===== src/fps_params.svh =====
`ifndef FPS_PARAMS_SVH
`define FPS_PARAMS_SVH

// Security flag bit positions and reset value
`define FPS_SEC_ERASE 0
`define FPS_SEC_WRITE 1
`define FPS_SEC_BOOT 2
`define FPS_SEC_RESET 3'h0

// Boot region, lowest cluster
`define FPS_BOOT_HI 20'h00FFF

// Response codes
`define FPS_ACK 8'h06
`define FPS_NAK 8'h15

// Signature reply: code byte plus 19 data bytes
`define FPS_SIG_BYTES 19
`define FPS_SIG_LAST 5'h13
`define FPS_SIG_W 152

// Response FIFO shape
`define FPS_FIFO_W 8
`define FPS_FIFO_D 4

`endif


===== src/fps_pkg.sv =====
package fps_pkg;

  // Command codes seen on cmd_op_in; codes above these are illegal
  typedef enum logic [2:0] {
    FPS_OP_ERASE,
    FPS_OP_WRITE,
    FPS_OP_SIG,
    FPS_OP_SEC_SET,
    FPS_OP_SEC_REL
  } fps_op_t;

  typedef enum logic {
    FPS_ST_IDLE,
    FPS_ST_SEND
  } fps_state_t;

  // Whole state of the interpreter
  typedef struct packed {
    fps_state_t  st;
    logic [4:0]  idx;
    logic        sig;
    logic [7:0]  code;
    logic        loaded;
    logic        set_seen;
    logic [2:0]  act;
    logic        cmd_ready;
    logic        erase;
    logic        write;
    logic [19:0] addr;
    logic [7:0]  wdata;
    logic        nv_wr;
    logic [2:0]  nv_wdata;
  } fps_state_s_t;

endpackage


===== src/fps_top.sv =====
`include "fps_params.svh"

// Shift-register FIFO: head always sits in slot 0, so every output is a flop
module fps_fifo #(
  parameter int WIDTH = `FPS_FIFO_W,
  parameter int DEPTH = `FPS_FIFO_D
) (
  input  wire logic             clk_in,
  input  wire logic             rst_n_in,
  input  wire logic             in_valid_in,
  input  wire logic [WIDTH-1:0] in_data_in,
  output logic                  in_ready_out,
  output logic                  out_valid_out,
  output logic [WIDTH-1:0]      out_data_out,
  input  wire logic             out_ready_in
);

  // Slot contents, occupancy and registered ready
  typedef struct packed {
    logic [DEPTH-1:0][WIDTH-1:0] mem;
    logic [DEPTH-1:0]            vld;
    logic                        in_ready;
  } fps_fifo_s_t;

  // Current state and its next value
  fps_fifo_s_t r;
  fps_fifo_s_t next_r;

  // Pop shifts down first, then push fills the lowest empty slot
  always_comb
  begin
    logic pop;
    logic push;
    int   pos;
    pop    = r.vld[0] & out_ready_in;
    push   = in_valid_in & r.in_ready;
    pos    = DEPTH - 1;
    next_r = r;
    if (pop)
    begin
      for (int i = 0; i < DEPTH - 1; i++)
      begin
        next_r.mem[i] = r.mem[i+1];
        next_r.vld[i] = r.vld[i+1];
      end
      next_r.mem[DEPTH-1] = '0;
      next_r.vld[DEPTH-1] = 1'b0;
    end
    // Lowest empty slot once the pop is done
    for (int i = DEPTH - 1; i >= 0; i--)
    begin
      if (!next_r.vld[i])
      begin
        pos = i;
      end
    end
    // Ready was low when full, so a push always finds room
    if (push)
    begin
      next_r.mem[pos] = in_data_in;
      next_r.vld[pos] = 1'b1;
    end
    // Ready drops only when the last slot is really taken
    next_r.in_ready = ~next_r.vld[DEPTH-1];
  end

  // Sync reset empties every slot
  always_ff @(posedge clk_in)
  begin
    if (!rst_n_in)
    begin
      r.mem      <= '0;
      r.vld      <= '0;
      r.in_ready <= 1'b1;
    end
    else
    begin
      r <= next_r;
    end
  end

  // Head slot drives the outputs straight from flops
  assign in_ready_out  = r.in_ready;
  assign out_valid_out = r.vld[0];
  assign out_data_out  = r.mem[0];

endmodule

module fps_top #(
  parameter logic [23:0] DEV_CODE  = 24'hA55A01, // Arbitrary identity value
  parameter logic [79:0] DEV_NAME  = 80'h46505344455620202020,
  parameter logic [19:0] LAST_ADDR = 20'h01FFF,
  parameter logic [23:0] FW_VER    = 24'h010203
) (
  input  wire logic        clk_in,
  input  wire logic        rst_n_in,
  input  wire logic        cmd_valid_in,
  output logic             cmd_ready_out,
  input  wire logic [2:0]  cmd_op_in,
  input  wire logic [19:0] cmd_addr_in,
  input  wire logic [7:0]  cmd_data_in,
  input  wire logic [2:0]  cmd_sec_in,
  input  wire logic        self_prog_in,
  input  wire logic        session_start_in,
  input  wire logic [2:0]  nv_sec_in,
  input  wire logic        blank_in,
  output logic             nv_wr_out,
  output logic [2:0]       nv_wdata_out,
  output logic             flash_erase_out,
  output logic             flash_write_out,
  output logic [19:0]      flash_addr_out,
  output logic [7:0]       flash_wdata_out,
  output logic [2:0]       sec_active_out,
  output logic             sec_loaded_out,
  output logic             resp_valid_out,
  output logic [7:0]       resp_data_out,
  input  wire logic        resp_ready_in
);

  // Reply image in send order; address bytes go out low first
  localparam logic [`FPS_SIG_W-1:0] SIG_VEC = {
    DEV_CODE,
    DEV_NAME,
    LAST_ADDR[7:0],
    LAST_ADDR[15:8],
    4'h0, LAST_ADDR[19:16],
    FW_VER
  };

  // Interpreter state, one packed word
  fps_pkg::fps_state_s_t r;
  fps_pkg::fps_state_s_t next_r;

  // Interpreter side of the reply FIFO
  logic       push_valid;
  logic [7:0] push_data;
  logic       push_ready;

  // Byte k (1..19) of the signature image
  function automatic logic [7:0] sig_byte(input logic [4:0] k);
    logic [7:0] b;
    b = 8'h00;
    for (int i = 1; i <= `FPS_SIG_BYTES; i++)
    begin
      if (k == 5'(i))
      begin
        b = SIG_VEC[(`FPS_SIG_BYTES - i) * 8 +: 8];
      end
    end
    return b;
  endfunction

  // Lowest cluster address check, used by erase and write
  function automatic logic in_boot(input logic [19:0] a);
    return a <= `FPS_BOOT_HI;
  endfunction

  // Shared refusal test: own ban for outside callers, boot ban for all
  function automatic logic refused(input logic        ext,
                                   input logic        ban,
                                   input logic        boot_ban,
                                   input logic [19:0] a);
    logic hit;
    hit = ext & ban;
    hit = hit | (boot_ban & in_boot(a));
    return hit;
  endfunction

  // First byte of every reply is the verdict, then signature data
  assign push_valid = (r.st == fps_pkg::FPS_ST_SEND);
  assign push_data  = (r.idx == 5'h00) ? r.code : sig_byte(r.idx);

  // Interpreter: one command at a time, verdict decided on acceptance
  always_comb
  begin
    logic ext;
    logic ok;
    ext    = ~self_prog_in;
    ok     = 1'b0;
    next_r = r;
    // Flash and cell strobes last one cycle only
    next_r.erase = 1'b0;
    next_r.write = 1'b0;
    next_r.nv_wr = 1'b0;
    // Stored flags become the gate only at mode entry
    if (session_start_in)
    begin
      next_r.act    = nv_sec_in;
      next_r.loaded = 1'b1;
    end
    // Command decode and reply sequencing
    unique case (r.st)
      fps_pkg::FPS_ST_IDLE:
      begin
        next_r.cmd_ready = 1'b1;
        if (cmd_valid_in && r.cmd_ready)
        begin
          // Ready drops at once so no second command slips in
          next_r.cmd_ready = 1'b0;
          next_r.st        = fps_pkg::FPS_ST_SEND;
          next_r.idx       = 5'h00;
          next_r.sig       = 1'b0;
          next_r.addr      = cmd_addr_in;
          next_r.wdata     = cmd_data_in;
          case (cmd_op_in)
            fps_pkg::FPS_OP_ERASE:
            begin
              // External erase ban; self programming ignores it
              ok = r.loaded
                 & ~refused(ext, r.act[`FPS_SEC_ERASE],
                            r.act[`FPS_SEC_BOOT], cmd_addr_in);
              next_r.erase = ok;
            end
            fps_pkg::FPS_OP_WRITE:
            begin
              // Write ban leaves erase alone
              ok = r.loaded
                 & ~refused(ext, r.act[`FPS_SEC_WRITE],
                            r.act[`FPS_SEC_BOOT], cmd_addr_in);
              next_r.write = ok;
            end
            fps_pkg::FPS_OP_SIG:
            begin
              ok         = 1'b1;
              next_r.sig = 1'b1;
            end
            fps_pkg::FPS_OP_SEC_SET:
            begin
              // Bits only ever add; any mix may be set
              ok              = ext & r.loaded;
              next_r.nv_wr    = ok;
              next_r.nv_wdata = nv_sec_in | cmd_sec_in;
              next_r.set_seen = r.set_seen | ok;
            end
            fps_pkg::FPS_OP_SEC_REL:
            begin
              // Only the write ban can come off
              ok = ext & r.loaded
                 & ~r.set_seen
                 & r.act[`FPS_SEC_ERASE] & r.act[`FPS_SEC_BOOT]
                 & blank_in;
              next_r.nv_wr    = ok;
              next_r.nv_wdata = nv_sec_in & ~(3'h1 << `FPS_SEC_WRITE);
            end
            default:
            begin
              ok = 1'b0;
            end
          endcase
          // Verdict byte leads every reply
          next_r.code = ok ? `FPS_ACK : `FPS_NAK;
        end
      end
      fps_pkg::FPS_ST_SEND:
      begin
        // Stalls here while the reply FIFO is full
        if (push_ready)
        begin
          // Verdict alone, or verdict and 19 signature bytes
          if ((!r.sig && r.idx == 5'h00) || (r.sig && r.idx == `FPS_SIG_LAST))
          begin
            next_r.st        = fps_pkg::FPS_ST_IDLE;
            next_r.cmd_ready = 1'b1;
          end
          else
          begin
            next_r.idx = r.idx + 5'h01;
          end
        end
      end
    endcase
  end

  // Reset clears the session: bans stay unloaded until mode entry
  always_ff @(posedge clk_in)
  begin
    if (!rst_n_in)
    begin
      r.st        <= fps_pkg::FPS_ST_IDLE;
      r.idx       <= 5'h00;
      r.sig       <= 1'b0;
      r.code      <= 8'h00;
      r.loaded    <= 1'b0;
      r.set_seen  <= 1'b0;
      r.act       <= `FPS_SEC_RESET;
      r.cmd_ready <= 1'b0;
      r.erase     <= 1'b0;
      r.write     <= 1'b0;
      r.addr      <= 20'h00000;
      r.wdata     <= 8'h00;
      r.nv_wr     <= 1'b0;
      r.nv_wdata  <= `FPS_SEC_RESET;
    end
    else
    begin
      r <= next_r;
    end
  end

  // Reply path; host back-pressure stalls the interpreter
  fps_fifo #(
    .WIDTH (`FPS_FIFO_W),
    .DEPTH (`FPS_FIFO_D)
  ) u_resp_fifo (
    .clk_in        (clk_in),
    .rst_n_in      (rst_n_in),
    .in_valid_in   (push_valid),
    .in_data_in    (push_data),
    .in_ready_out  (push_ready),
    .out_valid_out (resp_valid_out),
    .out_data_out  (resp_data_out),
    .out_ready_in  (resp_ready_in)
  );

  // Outputs straight from state flops
  assign cmd_ready_out   = r.cmd_ready;
  assign nv_wr_out       = r.nv_wr;
  assign nv_wdata_out    = r.nv_wdata;
  assign flash_erase_out = r.erase;
  assign flash_write_out = r.write;
  assign flash_addr_out  = r.addr;
  assign flash_wdata_out = r.wdata;
  assign sec_active_out  = r.act;
  assign sec_loaded_out  = r.loaded;

endmodule


===== config.mk =====
export PLATFORM = sky130hd
export DESIGN_NAME = fps_top
export DESIGN_NICKNAME = d
export VERILOG_FILES = /design/src/fps_pkg.sv /design/src/fps_top.sv
export VERILOG_INCLUDE_DIRS = /design/src
export SDC_FILE = /design/constraint.sdc
export NUM_CORES = 1
export LEC_CHECK = 0
export ABC_AREA = 0
export BUFFER_PORTS_ARGS = -buffer_cell sky130_fd_sc_hd__buf_2
export CAP_MARGIN = 20
export CORE_ASPECT_RATIO = 1.25
export CORE_MARGIN = 3
export CORE_UTILIZATION = 56
export CTS_CLUSTER_DIAMETER = 120
export DETAILED_ROUTE_END_ITERATION = 10
export PLACE_DENSITY = 0.8
export SYNTH_ARGS = -nofsm -noshare
export SYNTH_HDL_FRONTEND = slang
export SYNTH_SLANG_ARGS = --single-unit

===== constraint.sdc =====
create_clock -name clk_in -period 3.2 [get_ports clk_in]
set_input_delay 0.64 -clock clk_in [delete_from_list [all_inputs] [get_ports clk_in]]
set_output_delay 0.64 -clock clk_in [all_outputs]
set_load 0.02 [all_outputs]

==> impl_metrics.csv <==
group,metric,value,unit
sta,max_freq,0.3964,GHz
synthesis,async_flop_share,0,%
power,power_frac_comb,9.4,%
floorplanning,die_x,87.74,microns
clocking,cts_buffers,9,
synthesis,yosys_register_bits,87,
global_routing,grt_antenna_before_repair,0,
power,netSwitchingPower,0.0005499,W
sta,tightest_slew,0.9651,ns
worst_setup_path,slowest_stage,"ha_1",
synthesis,muxShareOfSynthArea,3.344,%
synthesis,synth_compound_area_share,22.10,%
clocking,cts-root-buf,"clkbuf_8",
floorplanning,core_area,7973,sq um
worst_hold_path,hold_depth,2,
outcome,status,"finished clean",
power,pwr-share-seq,47.9,%
worst_setup_path,path_common_cell,"ha_1",
run,maxCapViolCount,0,
worst_setup_path,cp_data_required_time,3.45,ns
synthesis,synth_flop_cell,"dfxtp_1",
finish,layout-drive-gt1-share,21.81,%
placed_design,port-buffer-count,91,
drt,wl_per_cell,15.86,microns
finish,layout_common_cells,"93 x nand2_1, 91 x buf_2, 87 x dfxtp_1",
worst_setup_path,endpoint_kind,"flop",
synthesis,synth_edf_count,0,
worst_setup_path,cp_max_fo,19,
drt,vias,4020,
worst_setup_path,reg2regPathDepth,7,
floorplanning,initial_core_util,58.66,%
sta,timing.final.ws_setup,0.6771,ns
worst_setup_path,worstPathCellList,"ha_1, and3_1, ha_1, a31o_1, a311oi_1, a221oi_1, mux2_1",
worst_setup_path,startpoint_type,"flop",
floorplanning,dieArea,9491,sq um
synthesis,ys_types,72,
power,power_frac_clock,42.7,%
drt,wl,10.96,mm
placed_design,dp_hpwl,7.706,mm
clocking,h-tree-depth,3,
power,swShare,23.27,%
power,intPower,0.001813,W
global_routing,grt_pass1_vias,3987,
synthesis,synth_top_family_by_area,"simple AND/OR/NAND/NOR gates",
clocking,cts_tree,"built",
clocking,clkSinkCount,87,
synthesis,synth_top_area_share,37.24,%
synthesis,syn_avg_cell_area,8.278,sq um
synthesis,synth_simple_gate_area_share,24.08,%
drt,vias_per_cell,5.818,
drt,drc,0,
sta,finalCritPeriodShare,78.84,%
clocking,cts.hold.buffers_added,0,
worst_hold_path,hold_path_class,"flop to flop",
sta,fin_crit,2.523,ns
clocking,clk_pin_slew,0.09,ns
synthesis,yosysWarnings,0,
floorplanning,rows,36,
synthesis,syn-num-nets,614,
placed_design,place_congestion,0.9263,
global_routing,grt_overflow,0,
power,power_density,464.1,nW/um^2
sta,rsz0062_at_grt,"false",
sta,final-max-slew-violation-count,0,
floorplanning,die_y,108.2,microns
synthesis,synthCells,565,
synthesis,yosysTopAreaCell,"dfxtp_1",
finish,final_util,63.86,%
synthesis,synth_area_leaders,"dfxtp_1 37%, nand2_1 7.5%, buf_4 7.1%",
drt,drt_pre_antenna_iters,4,
global_routing,grt_pass1_wl,18.10,mm
finish,syn_to_final_growth,8.855,%
sta,hold_viol_final,0,
sta,setup_viol,0,
finish,nets,641,
finish,diodes,0,
clocking,cts_setup_buffers,0,
global_routing,track_usage,23.78,%
finish,layout_commonest_cell,"nand2_1",
placed_design,pre_cts_ws,0.7330,ns
synthesis,yosys.area_share.adder,1.338,%
sta,skew,0.008353,ns
worst_setup_path,crit_path_max_incr_delay,0.43,ns
sta,max_slew_margin,35.57,%
worst_setup_path,critPathKind,"flop to flop",
sta,setup_tns,0,ns
clocking,cts_resized,0,
finish,fillers,705,
synthesis,syn-cell-area,4677,sq um
worst_setup_path,worst-endpoint-arrival,2.77,ns
floorplanning,ioPinCount,92,
power,p_leak,2.313,nW
synthesis,synth_xor_area_share,0.5618,%
synthesis,ys_seq_area_share,37.24,%
clocking,clock_latency,0.37,ns
global_routing,grt_max_degree,58,
power,ir_drop,0.4543,mV
drt,drtIter0Drc,246,
drt,ant_nets,0,
clocking,clk_path_buf_depth,2,
==> cell usage after synthesis, drive strengths merged, types with 6 or more instances <==
cell	instances
nand2	93
dfxtp	87
buf	55
nand3	46
a21boi	35
clkbuf	27
nor2	23
o211a	20
o21ai	18
a21oi	16
inv	12
mux2i	10
nor2b	10
nand2b	9
a31oi	7
and2	7
o21a	6
==> power by group through the flow <==
stage,clock network (W),registers [W],logic (W)
floorplan,0,0.00116,0.000168
global placement,0,0.00116,0.000217
detailed placement,0,0.00116,0.000223
CTS,0.00103,0.00113,0.000224
global route,0.00106,0.00114,0.000246
finish,0.00101,0.00113,0.000222
==> cell type report <==
type	instances	area (sq um)	area share, %
Multi-Input combinational cell	384	2411	47.36
Sequential cell	87	1742	34.21
Timing Repair Buffer	98	508.0	9.978
Clock buffer	10	137.6	2.703
Clock inverter	5	128.9	2.531
Tap cell	95	118.9	2.335
Inverter	12	45.04	0.8847
==> path summary, 6_finish.rpt <==
check | from | endpoint | slack, ns
worst max-delay path | r[49] | u_resp_fifo.r[13] | 0.68
worst min-delay path | flash_addr_out[4] | flash_addr_out[4] | 0.46
worst max register to register | r[49] | u_resp_fifo.r[13] | 0.68
worst min register to register | flash_addr_out[4] | flash_addr_out[4] | 0.46
==> cell families (layout without fill, tap and decap cells) <==
logic type	count (synthesis)	count (layout)
buffers and inverters	94	125
xor gates and xnor gates	3	3
adders and majority gates	5	5
muxes	15	15
and+or+nand+nor	225	225
DFF	87	87
AOI/OAI and AO/OA	136	136
==> critical path: cells and delay by family (launching register included) <==
family                     cells  cell delay (ns)
DFF                            1             0.35
AOI/OAI and AO/OA              3             0.78
muxes                          1             0.31
and+or+nand+nor                1             0.29
adders and majority gates      2             0.66
==> per-stage QoR <==
| step | hold slack (ns) | area (sq um) | cells | total power [W] |
|---|---|---|---|---|
| 6_report | 0.4629 | 5091 | 691 | 0.002363 |
| 5_1_grt | 0.4934 | 5091 | 691 | 0.002445 |
| 4_1_cts | 0.4683 | 5091 | 691 | 0.002382 |
| 3_5_place_dp | 0.4514 | 4825 | 676 | 0.001380 |
| 3_3_place_gp | 0.4429 | 4825 | 676 | 0.001373 |
| 2_1_floorplan | 0.4318 | 4677 | 565 | 0.001323 |
==> flip-flops by register name (all words and copies together) (netlist names), 3 cells and up <==
name / count
flash_wdata_out: 8
flash_addr_out: 20
sec_active_out: 3
r: 10
u_resp_fifo.r: 27
nv_wdata_out: 3
u_resp_fifo.out_data_out: 8
==> metal layers <==
layer	track usage, %	vias up	share of wire, %
li1	-	1992	-
met4	12.17	0	2.5
met1	28.90	1895	43
met2	39.98	113	50
met3	3.887	20	4.4
met5	0	-	0
(Power assumes the default switching activity.)
